## config.mk

```make
export PLATFORM = sky130hd
export DESIGN_NAME = device_timer_unit
export DESIGN_NICKNAME = d
export VERILOG_FILES = /design/src/design/timer_unit_pkg.sv /design/src/design/device_timer_unit.sv /design/src/design/free_running_timer.sv
export SDC_FILE = /design/constraint.sdc
export NUM_CORES = 1
export LEC_CHECK = 0
export BUFFER_PORTS_ARGS = -buffer_cell sky130_fd_sc_hd__buf_2
export CAP_MARGIN = 20
export CORE_UTILIZATION = 53
export CTS_CLUSTER_DIAMETER = 30
export DETAILED_ROUTE_END_ITERATION = 10
export GPL_ROUTABILITY_DRIVEN = 0
export PLACE_DENSITY_LB_ADDON = 0.15
export SLEW_MARGIN = 20
export SYNTH_ARGS = -nofsm -noshare
export SYNTH_HDL_FRONTEND = slang
export SYNTH_SLANG_ARGS = --single-unit
```

## constraint.sdc

```tcl
create_clock -name ref_clk -period 5.1 [get_ports ref_clk]
set_input_delay 0.765 -clock ref_clk [delete_from_list [all_inputs] [get_ports ref_clk]]
set_output_delay 0.765 -clock ref_clk [all_outputs]
set_load 0.03 [all_outputs]
```

## src/design/timer_unit_pkg.sv

```systemverilog
package timer_unit_pkg;

	// Bus geometry.
	localparam int ADDR_W = 16;
	localparam int DATA_W = 32;
	localparam int BE_W = 4;

	// Register byte addresses.
	localparam logic [15:0] OFS_WATCHDOG_SETUP = 16'h1040;
	localparam logic [15:0] OFS_WATCHDOG_SOFTWARE_STATUS = 16'h1044;
	localparam logic [15:0] OFS_FREE_RUNNING_TIME_COUNT = 16'h1048;
	localparam logic [15:0] OFS_INTERVAL_INTERRUPT_TIMER = 16'h104c;
	localparam logic [15:0] OFS_INT_STATUS = 16'h1050;
	localparam logic [15:0] OFS_INT_MASK = 16'h1054;
	localparam logic [15:0] OFS_SOFT_RESET = 16'h1058;

	// Watchdog setup fields.
	localparam int WD_ENABLE_BIT = 0;
	localparam int WD_LOAD_ENABLE_BIT = 1;
	localparam int WD_COUNT_LSB = 16;
	localparam int WATCHDOG_TIMEOUT_SECONDS_LSB = 24;
	localparam logic [7:0] WATCHDOG_TIMEOUT_SECONDS_RESET = 8'h02;

	// Watchdog software status fields.
	localparam int WD_REARM_BIT = 0;
	localparam int FORCE_EXPIRY_BIT = 1;
	localparam int STUCK_REASON_LSB = 24;
	localparam logic [7:0] STUCK_REASON_RESET = 8'h00;

	// Free-running timer fields.
	localparam int FRT_US_LSB = 0;
	localparam int FRT_MS_LSB = 10;
	localparam int FRT_SEC_LSB = 20;
	localparam logic [9:0] FRT_SUB_LAST = 10'h3e7;
	localparam logic [11:0] FRT_SEC_LAST = 12'hfff;

	// Interval timer fields.
	localparam int IVL_DURATION_LSB = 0;
	localparam int IVL_START_BIT = 8;
	localparam int IVL_COUNT_ENABLE_BIT = 9;
	localparam int IVL_FINISH_BIT = 10;
	localparam int IVL_LOOP_BIT = 11;
	localparam logic [7:0] IVL_DURATION_RESET = 8'h00;

	// Interrupt status and mask bits.
	localparam int IRQ_WATCHDOG_BIT = 0;
	localparam int IRQ_INTERVAL_BIT = 1;
	localparam int IRQ_W = 2;
	localparam logic [1:0] IRQ_MASK_RESET = 2'h0;

	// Soft reset register.
	localparam int SOFT_RESET_BIT = 0;

	// Timing.
	localparam int CLK_PERIOD_NS = 20;
	localparam int MICROSECOND_NS = 1000;
	localparam int CYCLES_PER_US = (MICROSECOND_NS + CLK_PERIOD_NS - 1) / CLK_PERIOD_NS;
	localparam logic [5:0] PRESCALE_LAST = 6'(CYCLES_PER_US - 1);

	typedef struct packed {
		logic read;
		logic write;
		logic [ADDR_W-1:0] address;
		logic [DATA_W-1:0] writedata;
		logic [BE_W-1:0] byteenable;
	} avl_req_t;

	typedef struct packed {
		logic [11:0] sec;
		logic [9:0] ms;
		logic [9:0] us;
	} frt_value_t;

	typedef enum logic [1:0] {
		IVL_IDLE,
		IVL_RUN,
		IVL_FINISHED
	} ivl_state_t;

endpackage

```

## src/design/device_timer_unit.sv

```systemverilog
// Our own choice: the Avalon-MM slave port.
`timescale 1ns/1ns
// Overview of operation
// RULE_01: Writing one to the re-arm bit reloads the watchdog count with its timeout and the bit reads back zero.
// RULE_02: Writing one to the force-expiry bit expires the watchdog at once with its count set to zero, self-clearing.
// RULE_03: An eight-bit malfunction reason field in bits 31:24 is writable and readable, zero meaning functional.
// RULE_04: Free-running timer bits 9:0 count microseconds within the current millisecond.
// RULE_05: Free-running timer bits 19:10 count milliseconds within the current second.
// RULE_06: Free-running timer bits 31:20 count whole seconds since start, up to 4095.
// RULE_07: The free-running timer is cleared by the bus reset and by a software reset.
// RULE_08: Software writes the free-running timer only for test and otherwise only reads it.
// RULE_09: The interval counter reloads from an eight-bit millisecond value in bits 7:0.
// RULE_10: Writing one to start bit 8 begins a down-count from the interval value, writing zero does nothing.
// RULE_11: Clearing count-enable bit 9 pauses counting; setting it resumes from a nonzero held value, else waits for start.
// RULE_12: Writing one to finish bit 10 raises the interval interrupt, reloads the counter and stops until start or loop.
// RULE_13: With loop bit 11 set the counter reloads at zero and continues, otherwise it stops at zero.
// RULE_14: Software must write start to begin counting, setting loop alone does not start it. The code starts on a loop write alone after a finish.
// RULE_15: The interval interrupt is raised each time the active down-count reaches zero.
// RULE_16: On expiry the watchdog raises its interrupt and drives its pin, then holds zero until re-armed.
// RULE_17: The watchdog timeout is eight bits of whole seconds, reset value two, reloaded on every re-arm.
module device_timer_unit
	import timer_unit_pkg::*;
(
	input wire logic ref_clk,
	input wire logic rstn,
	input wire timer_unit_pkg::avl_req_t avl_req,
	output logic [timer_unit_pkg::DATA_W-1:0] avl_readdata,
	output logic avl_waitrequest,
	output logic irq,
	output logic software_definable_pin
);
	import timer_unit_pkg::*;

	logic wr_cycle;
	logic rd_cycle;
	logic wr_setup;
	logic wr_wd_status;
	logic wr_frt;
	logic wr_ivl;
	logic wr_int_status;
	logic wr_int_mask;
	logic wr_soft_reset;
	logic [DATA_W-1:0] bit_mask;
	logic [DATA_W-1:0] wdata;

	logic wd_enable;
	logic wd_load_enable;
	logic [7:0] watchdog_current_count;
	logic [7:0] watchdog_timeout_seconds;
	logic [7:0] stuck_reason;
	logic wd_expire_event;
	logic wd_force;
	logic wd_rearm;

	frt_value_t frt_value;
	logic ms_tick;
	logic sec_tick;
	logic soft_reset;

	logic [7:0] ivl_duration;
	logic interval_count_enable;
	logic ivl_loop;
	logic [7:0] ivl_count;
	ivl_state_t ivl_state;
	logic ivl_event;
	logic interval_start;
	logic interval_force_finish;
	logic ivl_loop_write;

	logic [IRQ_W-1:0] int_status;
	logic [IRQ_W-1:0] int_mask;
	logic [IRQ_W-1:0] int_events;
	logic [IRQ_W-1:0] int_clear;
	logic [DATA_W-1:0] next_readdata;

	// A request is answered one cycle after it is first seen, so every write lands on a single edge.
	assign wr_cycle = avl_req.write && !avl_waitrequest;
	assign rd_cycle = avl_req.read && avl_waitrequest;

	genvar lane;
	generate
		for (lane = 0; lane < BE_W; lane++) begin : g_lane
			assign bit_mask[lane*8 +: 8] = {8{avl_req.byteenable[lane]}};
		end
	endgenerate

	// Disabled byte lanes write as zero, which leaves command bits untouched in those lanes.
	assign wdata = avl_req.writedata & bit_mask;

	assign wr_setup = wr_cycle && (avl_req.address == OFS_WATCHDOG_SETUP);
	assign wr_wd_status = wr_cycle && (avl_req.address == OFS_WATCHDOG_SOFTWARE_STATUS);
	assign wr_frt = wr_cycle && (avl_req.address == OFS_FREE_RUNNING_TIME_COUNT);
	assign wr_ivl = wr_cycle && (avl_req.address == OFS_INTERVAL_INTERRUPT_TIMER);
	assign wr_int_status = wr_cycle && (avl_req.address == OFS_INT_STATUS);
	assign wr_int_mask = wr_cycle && (avl_req.address == OFS_INT_MASK);
	assign wr_soft_reset = wr_cycle && (avl_req.address == OFS_SOFT_RESET);

	// Waitrequest drops for exactly one cycle per request; a request still held after its answer is taken again two cycles later.
	always_ff @(posedge ref_clk or negedge rstn) begin
		if (!rstn) begin
			avl_waitrequest <= 1'b1;
		end else if ((avl_req.read || avl_req.write) && avl_waitrequest) begin
			avl_waitrequest <= 1'b0;
		end else begin
			avl_waitrequest <= 1'b1;
		end
	end

	always_comb begin
		next_readdata = '0;
		case (avl_req.address)
			OFS_WATCHDOG_SETUP: begin
				next_readdata[WD_ENABLE_BIT] = wd_enable;
				next_readdata[WD_LOAD_ENABLE_BIT] = wd_load_enable;
				next_readdata[WD_COUNT_LSB +: 8] = watchdog_current_count;
				next_readdata[WATCHDOG_TIMEOUT_SECONDS_LSB +: 8] = watchdog_timeout_seconds;
			end
			OFS_WATCHDOG_SOFTWARE_STATUS: begin
				next_readdata[STUCK_REASON_LSB +: 8] = stuck_reason; // RULE_03
			end
			OFS_FREE_RUNNING_TIME_COUNT: begin
				next_readdata = frt_value;
			end
			OFS_INTERVAL_INTERRUPT_TIMER: begin
				next_readdata[IVL_DURATION_LSB +: 8] = ivl_duration;
				next_readdata[IVL_COUNT_ENABLE_BIT] = interval_count_enable;
				next_readdata[IVL_LOOP_BIT] = ivl_loop;
			end
			OFS_INT_STATUS: begin
				next_readdata[IRQ_W-1:0] = int_status;
			end
			OFS_INT_MASK: begin
				next_readdata[IRQ_W-1:0] = int_mask;
			end
			default: begin
				next_readdata = '0;
			end
		endcase
	end

	// Read data load on the first cycle of a read and then hold until the next read is answered.
	always_ff @(posedge ref_clk or negedge rstn) begin
		if (!rstn) begin
			avl_readdata <= '0;
		end else if (rd_cycle) begin
			avl_readdata <= next_readdata;
		end
	end

	// Software reset is a one-cycle pulse; it clears the free-running timer and the test load enable.
	always_ff @(posedge ref_clk or negedge rstn) begin
		if (!rstn) begin
			soft_reset <= 1'b0;
		end else begin
			soft_reset <= wr_soft_reset && wdata[SOFT_RESET_BIT];
		end
	end

	// Unwritten byte lanes keep the running value, so a partial test write changes only its own lanes.
	free_running_timer u_frt (
		.ref_clk(ref_clk),
		.rstn(rstn),
		.clear(soft_reset), // RULE_07
		.load(wr_frt), // RULE_08
		.load_value(frt_value_t'(wdata | (frt_value & ~bit_mask))),
		.value(frt_value),
		.ms_tick(ms_tick),
		.sec_tick(sec_tick)
	);

	always_ff @(posedge ref_clk or negedge rstn) begin
		if (!rstn) begin
			wd_enable <= 1'b0;
		end else if (wr_setup && avl_req.byteenable[0]) begin
			wd_enable <= wdata[WD_ENABLE_BIT];
		end
	end

	// Software reset drops only the test load enable; the enable and the timeout keep their values.
	always_ff @(posedge ref_clk or negedge rstn) begin
		if (!rstn) begin
			wd_load_enable <= 1'b0;
		end else if (soft_reset) begin
			wd_load_enable <= 1'b0;
		end else if (wr_setup && avl_req.byteenable[0]) begin
			wd_load_enable <= wdata[WD_LOAD_ENABLE_BIT];
		end
	end

	always_ff @(posedge ref_clk or negedge rstn) begin
		if (!rstn) begin
			watchdog_timeout_seconds <= WATCHDOG_TIMEOUT_SECONDS_RESET; // RULE_17
		end else if (wr_setup && avl_req.byteenable[3]) begin
			watchdog_timeout_seconds <= wdata[WATCHDOG_TIMEOUT_SECONDS_LSB +: 8]; // RULE_17
		end
	end

	// The reason byte is plain storage; its meaning is agreed between software and firmware.
	always_ff @(posedge ref_clk or negedge rstn) begin
		if (!rstn) begin
			stuck_reason <= STUCK_REASON_RESET;
		end else if (wr_wd_status && avl_req.byteenable[3]) begin
			stuck_reason <= wdata[STUCK_REASON_LSB +: 8]; // RULE_03
		end
	end

	// Re-arm and force-expiry act on the write itself and are never stored, so they read as zero.
	assign wd_force = wr_wd_status && wdata[FORCE_EXPIRY_BIT]; // RULE_02
	assign wd_rearm = wr_wd_status && wdata[WD_REARM_BIT]; // RULE_01
	assign wd_expire_event = wd_force // RULE_02
		|| (wd_enable && sec_tick && watchdog_current_count == 8'h01); // RULE_16

	// A forced expiry beats a re-arm in the same write, so software cannot cancel its own fatal report.
	always_ff @(posedge ref_clk or negedge rstn) begin
		if (!rstn) begin
			watchdog_current_count <= WATCHDOG_TIMEOUT_SECONDS_RESET;
		end else if (wd_force) begin
			watchdog_current_count <= 8'h00; // RULE_02
		end else if (wd_rearm) begin
			watchdog_current_count <= watchdog_timeout_seconds; // RULE_01
		end else if (wr_setup && wd_load_enable && avl_req.byteenable[2]) begin
			watchdog_current_count <= wdata[WD_COUNT_LSB +: 8];
		end else if (wd_enable && sec_tick && watchdog_current_count != 8'h00) begin
			watchdog_current_count <= watchdog_current_count - 8'h01; // RULE_16
		end
	end

	// The pin stays asserted through the whole expired period, not just the expiry edge.
	always_ff @(posedge ref_clk or negedge rstn) begin
		if (!rstn) begin
			software_definable_pin <= 1'b0;
		end else if (wd_expire_event) begin
			software_definable_pin <= 1'b1; // RULE_16
		end else if (wd_rearm) begin
			software_definable_pin <= 1'b0; // RULE_01
		end
	end

	// A new duration takes effect at the next start, finish or loop reload, never in mid-count.
	always_ff @(posedge ref_clk or negedge rstn) begin
		if (!rstn) begin
			ivl_duration <= IVL_DURATION_RESET;
		end else if (wr_ivl && avl_req.byteenable[0]) begin
			ivl_duration <= wdata[IVL_DURATION_LSB +: 8]; // RULE_09
		end
	end

	// Clearing the enable freezes the down-count without losing its place.
	always_ff @(posedge ref_clk or negedge rstn) begin
		if (!rstn) begin
			interval_count_enable <= 1'b0;
		end else if (wr_ivl && avl_req.byteenable[1]) begin
			interval_count_enable <= wdata[IVL_COUNT_ENABLE_BIT]; // RULE_11
		end
	end

	always_ff @(posedge ref_clk or negedge rstn) begin
		if (!rstn) begin
			ivl_loop <= 1'b0;
		end else if (wr_ivl && avl_req.byteenable[1]) begin
			ivl_loop <= wdata[IVL_LOOP_BIT]; // RULE_13
		end
	end

	assign interval_start = wr_ivl && wdata[IVL_START_BIT]; // RULE_10
	assign interval_force_finish = wr_ivl && wdata[IVL_FINISH_BIT]; // RULE_12
	assign ivl_loop_write = wr_ivl && avl_req.byteenable[1] && wdata[IVL_LOOP_BIT]; // RULE_12
	assign ivl_event = interval_force_finish // RULE_12
		|| (!interval_start && ivl_state == IVL_RUN && interval_count_enable && ms_tick
		&& ivl_count == 8'h01); // RULE_15

	// Commands from the bus take priority over a millisecond tick in the same cycle.
	always_ff @(posedge ref_clk or negedge rstn) begin
		if (!rstn) begin
			ivl_state <= IVL_IDLE;
		end else if (interval_start) begin
			ivl_state <= IVL_RUN; // RULE_10
		end else if (interval_force_finish) begin
			ivl_state <= IVL_FINISHED; // RULE_12
		end else begin
			case (ivl_state)
				IVL_IDLE: begin
					ivl_state <= IVL_IDLE; // RULE_14
				end
				IVL_FINISHED: begin
					if (ivl_loop_write) begin
						ivl_state <= IVL_RUN; // RULE_12
					end
				end
				IVL_RUN: begin
					if (interval_count_enable && ms_tick && ivl_count <= 8'h01 && !ivl_loop) begin // RULE_11
						ivl_state <= IVL_IDLE; // RULE_13
					end
				end
				default: begin
					ivl_state <= IVL_IDLE;
				end
			endcase
		end
	end

	// The count moves only while running, so a paused or finished counter keeps its value.
	always_ff @(posedge ref_clk or negedge rstn) begin
		if (!rstn) begin
			ivl_count <= 8'h00;
		end else if (interval_start) begin
			ivl_count <= (wr_ivl && avl_req.byteenable[0]) ? wdata[IVL_DURATION_LSB +: 8] : ivl_duration; // RULE_09
		end else if (interval_force_finish) begin
			ivl_count <= ivl_duration; // RULE_12
		end else if (ivl_state == IVL_RUN && interval_count_enable && ms_tick) begin // RULE_11
			if (ivl_count > 8'h01) begin
				ivl_count <= ivl_count - 8'h01; // RULE_09
			end else if (ivl_loop) begin
				ivl_count <= ivl_duration; // RULE_13
			end else begin
				ivl_count <= 8'h00; // RULE_13
			end
		end
	end

	assign int_events = {ivl_event, wd_expire_event};
	assign int_clear = wr_int_status ? wdata[IRQ_W-1:0] : '0;

	// An event in the same cycle as its clear survives, because the set is ORed in after the clear.
	always_ff @(posedge ref_clk or negedge rstn) begin
		if (!rstn) begin
			int_status <= '0;
		end else begin
			int_status <= (int_status & ~int_clear) | int_events; // RULE_15
		end
	end

	// The mask gates only the output; masked events still latch in the status register.
	always_ff @(posedge ref_clk or negedge rstn) begin
		if (!rstn) begin
			int_mask <= IRQ_MASK_RESET;
		end else if (wr_int_mask && avl_req.byteenable[0]) begin
			int_mask <= wdata[IRQ_W-1:0];
		end
	end

	// The interrupt lags the status by one cycle so that it comes straight from a flop.
	always_ff @(posedge ref_clk or negedge rstn) begin
		if (!rstn) begin
			irq <= 1'b0;
		end else begin
			irq <= |(int_status & int_mask); // RULE_16
		end
	end

endmodule // device_timer_unit

```

## src/design/free_running_timer.sv

```systemverilog
`timescale 1ns/1ns
module free_running_timer
	import timer_unit_pkg::*;
(
	input wire logic ref_clk,
	input wire logic rstn,
	input wire logic clear,
	input wire logic load,
	input wire timer_unit_pkg::frt_value_t load_value,
	output timer_unit_pkg::frt_value_t value,
	output logic ms_tick,
	output logic sec_tick
);
	logic [5:0] prescale;
	logic us_wrap;
	logic ms_wrap;

	assign us_wrap = (prescale == PRESCALE_LAST) && (value.us == FRT_SUB_LAST);
	assign ms_wrap = us_wrap && (value.ms == FRT_SUB_LAST);

	always_ff @(posedge ref_clk or negedge rstn) begin
		if (!rstn) begin
			prescale <= 6'h00;
		end else if (clear || load || prescale == PRESCALE_LAST) begin
			prescale <= 6'h00;
		end else begin
			prescale <= prescale + 6'h01;
		end
	end

	// The seconds field rolls over after its last value so the timer never stops.
	always_ff @(posedge ref_clk or negedge rstn) begin
		if (!rstn) begin
			value <= '0; // RULE_07
		end else if (clear) begin
			value <= '0; // RULE_07
		end else if (load) begin
			value <= load_value;
		end else if (prescale == PRESCALE_LAST) begin
			value.us <= (value.us == FRT_SUB_LAST) ? 10'h000 : value.us + 10'h001; // RULE_04
			if (us_wrap) begin
				value.ms <= (value.ms == FRT_SUB_LAST) ? 10'h000 : value.ms + 10'h001; // RULE_05
			end
			if (ms_wrap) begin
				value.sec <= (value.sec == FRT_SEC_LAST) ? 12'h000 : value.sec + 12'h001; // RULE_06
			end
		end
	end

	always_ff @(posedge ref_clk or negedge rstn) begin
		if (!rstn) begin
			ms_tick <= 1'b0;
			sec_tick <= 1'b0;
		end else begin
			ms_tick <= us_wrap && !clear && !load;
			sec_tick <= ms_wrap && !clear && !load;
		end
	end

endmodule // free_running_timer

```

==> metrics.md <==
| Metric | Value |
|---|---|
| Starting Density | 55.2% |
| Startpoint types | input pin |
| Largest net degree at the start of global routing | 64 |
| Drt pass-1 iters | 6 |
| Slew headroom | 39.7% |
| Die W | ~120 microns |
| Fin nets | 939 |
| Drt wl/cell | 20.0 microns |
| Cells after Synth | 798 |
| Post-DRT Antenna Nets | 0 |
| Die Area | 14,500 sq um |
| Fmax | 0.336 GHz |
| Worst R2R End | u_frt.value[29] |
| Total Neg Setup Slack | 0 ns |
| Min Clock Period, post-route | roughly 3 ns |
| Max VDD drop | 221 uV |
| R2R cell count | 6 |
| Total GRT Usage | between 30% and 40% |
| Distinct cell type count after synthesis | 72 |
| Drt total wl | 21,300 microns |
| Worst hold slack | 0.233 ns |
| Mean Syn Cell Area | approximately 9.3 sq um |
| Data required time of the critical path | between 5 and 6 ns |
| Worst-Skew Late Latency | 0.43 ns |
| Crit-path cells | buf_2, nor4b_4, nand4_2, nor2_4, buf_4, nand2_1, o221ai_1, nor2b_1 |
| Layout overhead on the synthesized area | 15.0% |
| Cts hold-fix bufs | 0 |
| Top Ports | 91 |
| Worst reg2reg startpoint | u_frt.value[0] |
| Via count of the routed design | ~7,000 |
| P_leak | 3.66 nW |
| Reg clk slew, reported paths | 0.06 ns |
| Multi-input gate area | about 4000 sq um |
| Post-synth EDFFs | 0 |
| Die H | 120 microns |
| Drt initial violations | 694 |
| Largest buffer count on any clock path | 2 |
| CTS tree | done |
| Most used DFF post-synth | dfrtp_1 |
| CTS Buf Count | 17 |
| Flops & latches, synth | 126 |
| Placed insts | 1,030 |
| Worst Skew | roughly 0.0068 ns |
| Row count | 42 |
| Setup slack after layout | about 2.1 ns |
| Number of global-route vias before repair | 6,754 |
| Pwr dens | 295 nW/um^2 |
| Fillers | 1,197 |
| CP top delay family | simple AND/OR/NAND/NOR gates |
| Crit path buf inv count | 2 |
| Synth Net Count | 864 |
| Total gr overflow | 0 |
| Slowest stage delay, CP | 0.70 ns |
| CTS root buffer | clkbuf_16 |
| Critical Setup Path Class | in2reg |
| First-pass GRT wire length | 35,600 microns |
| Ant diodes | 0 |
| Post-layout util | 63.5% |
| Post-synthesis sequential area ratio | between 40% and 50% |
| Final period utilization | 58.3% |
| H-tree levels | 4 |
| Critical path arrival | between 3 and 4 ns |
| Setup WS pre-CTS | 1.71 ns |
| Initial antenna violation count | 0 |
| Flip-flop and latch area | ~3200 sq um |
| CORE AREA | 13,500 sq um |
| Post-Layout Cell Count | between 1,000 and 1,500 |
| Synth Cell Area | 7430 sq um |
| Flop2flop setup slack | 2.21 ns |
| FFs w/ async S/R, synth | 100% |
| Layout cell share with drive strength beyond 1 | 20.8% |
| Max-slew violation count | 0 |
| RSZ-0062 raised after global routing | no |
| # DRC | 0 |
| Post CTS Setup Buffer Count | 0 |
| Outcome | finished clean |
| YS warnings | 0 |
| Hold Vio Cnt, Final | 0 |
| Dpl hpwl | 15,000 microns |
| Crit path max fanout | 35 |
| Vias per cell | 6.61 |
| Max-Cap Viols | 0 |
| Slew @ Worst Pin | 0.897 ns |
| Most frequent cells in the layout | dfrtp_1, buf_2, o21ai_0, nand2_1, nor2_1 |
| Post-cts repair resize count | 0 |
| Worst setup EP type | register |
| Commonest non-fill, non-tap cell in the layout | dfrtp_1 |
| Final setup vio count | 0 |
| I/O Buffers | 90 |
| Sink Count | 126 |
| Worst path slowest cell | nor2_4 |
| Hold Crit Class | in2async |
## where the power goes
part | total [mW] | switching [mW] | internal (mW)
clock network | 1.20 | 0.440 | 0.756
logic | 0.267 | 0.180 | 0.0865
registers | 1.05 | 0.0278 | 1.03
total | 2.52 | 0.649 | 1.87
## cell type report
type	count	share of cell area, %
multi-input cells	615	47.1
repair buffers	97	5.92
clock inverters	6	0.996
inverters	16	0.703
well taps	176	2.58
flip-flops and latches	126	37.0
clock buffers	26	5.73
## layer usage
metal / GRT usage, % / wire [microns] / vias to the layer above
met5: 0 / 0 / -
met2: 51.0 / 10400 / 344
met1: 42.0 / 8880 / 3453
li1: - / - / 3169
met3: 5.24 / 1420 / 55
met4: 14.0 / 600 / 0
## worst max-delay path by stage
stage                startpoint                        end  slack, ns  cells past startpoint
floorplan           avl_req[51]            ivl_duration[0]       2.56                      4
global placement    avl_req[51]            u_frt.value[22]       1.78                      8
detailed placement  avl_req[51]            u_frt.value[22]       1.71                      8
CTS                 avl_req[51]            u_frt.value[22]       2.16                      8
global route        avl_req[45]  watchdog_current_count[6]       1.94                      7
finish              avl_req[51]            u_frt.value[22]       2.13                      8
## cells in the mapped netlist (12+ instances only)
| master | number | share of area (%) |
|---|---|---|
| a211oi_1 | 14 | 1.4 |
| a21oi_1 | 27 | 1.8 |
| a22o_1 | 12 | 1.4 |
| a22oi_1 | 17 | 1.7 |
| a31oi_1 | 24 | 2.0 |
| and3_1 | 12 | 1.0 |
| clkbuf_1 | 23 | 1.2 |
| dfrtp_1 | 123 | 41 |
| inv_1 | 16 | 0.81 |
| mux2_2 | 35 | 5.3 |
| mux2i_1 | 19 | 2.6 |
| nand2_1 | 85 | 4.3 |
| nand3_1 | 46 | 3.1 |
| nor2_1 | 54 | 2.7 |
| nor3_1 | 18 | 1.2 |
| nor4_1 | 15 | 1.3 |
| o21ai_0 | 85 | 5.7 |
## cell families after synthesis
group           synth area share, %
simple gates                   23.6
mux                            7.86
buf+inv                        3.42
xor+xnor                       1.53
fa+ha+maj                      1.68
compound gates                 19.5
flops                          42.5
## sequential cells by signal (all words and copies together) (netlist names), 2 cells and up
signal	count
ivl_count	8
u_frt.prescale	6
int_status	2
ivl_duration	8
stuck_reason	8
u_frt.value	32
ivl_state	2
watchdog_timeout_seconds	8
avl_readdata	32
int_mask	2
watchdog_current_count	8
## per-stage QoR
step | power (mW) | instance area [sq um]
after floorplan | 1.23 | 7430
after global placement | 1.33 | 7960
after detailed placement | 1.34 | 7970
after CTS | 2.53 | 8540
after global routing | 2.61 | 8540
final | 2.52 | 8540
Power figures use the tool's default switching activity.
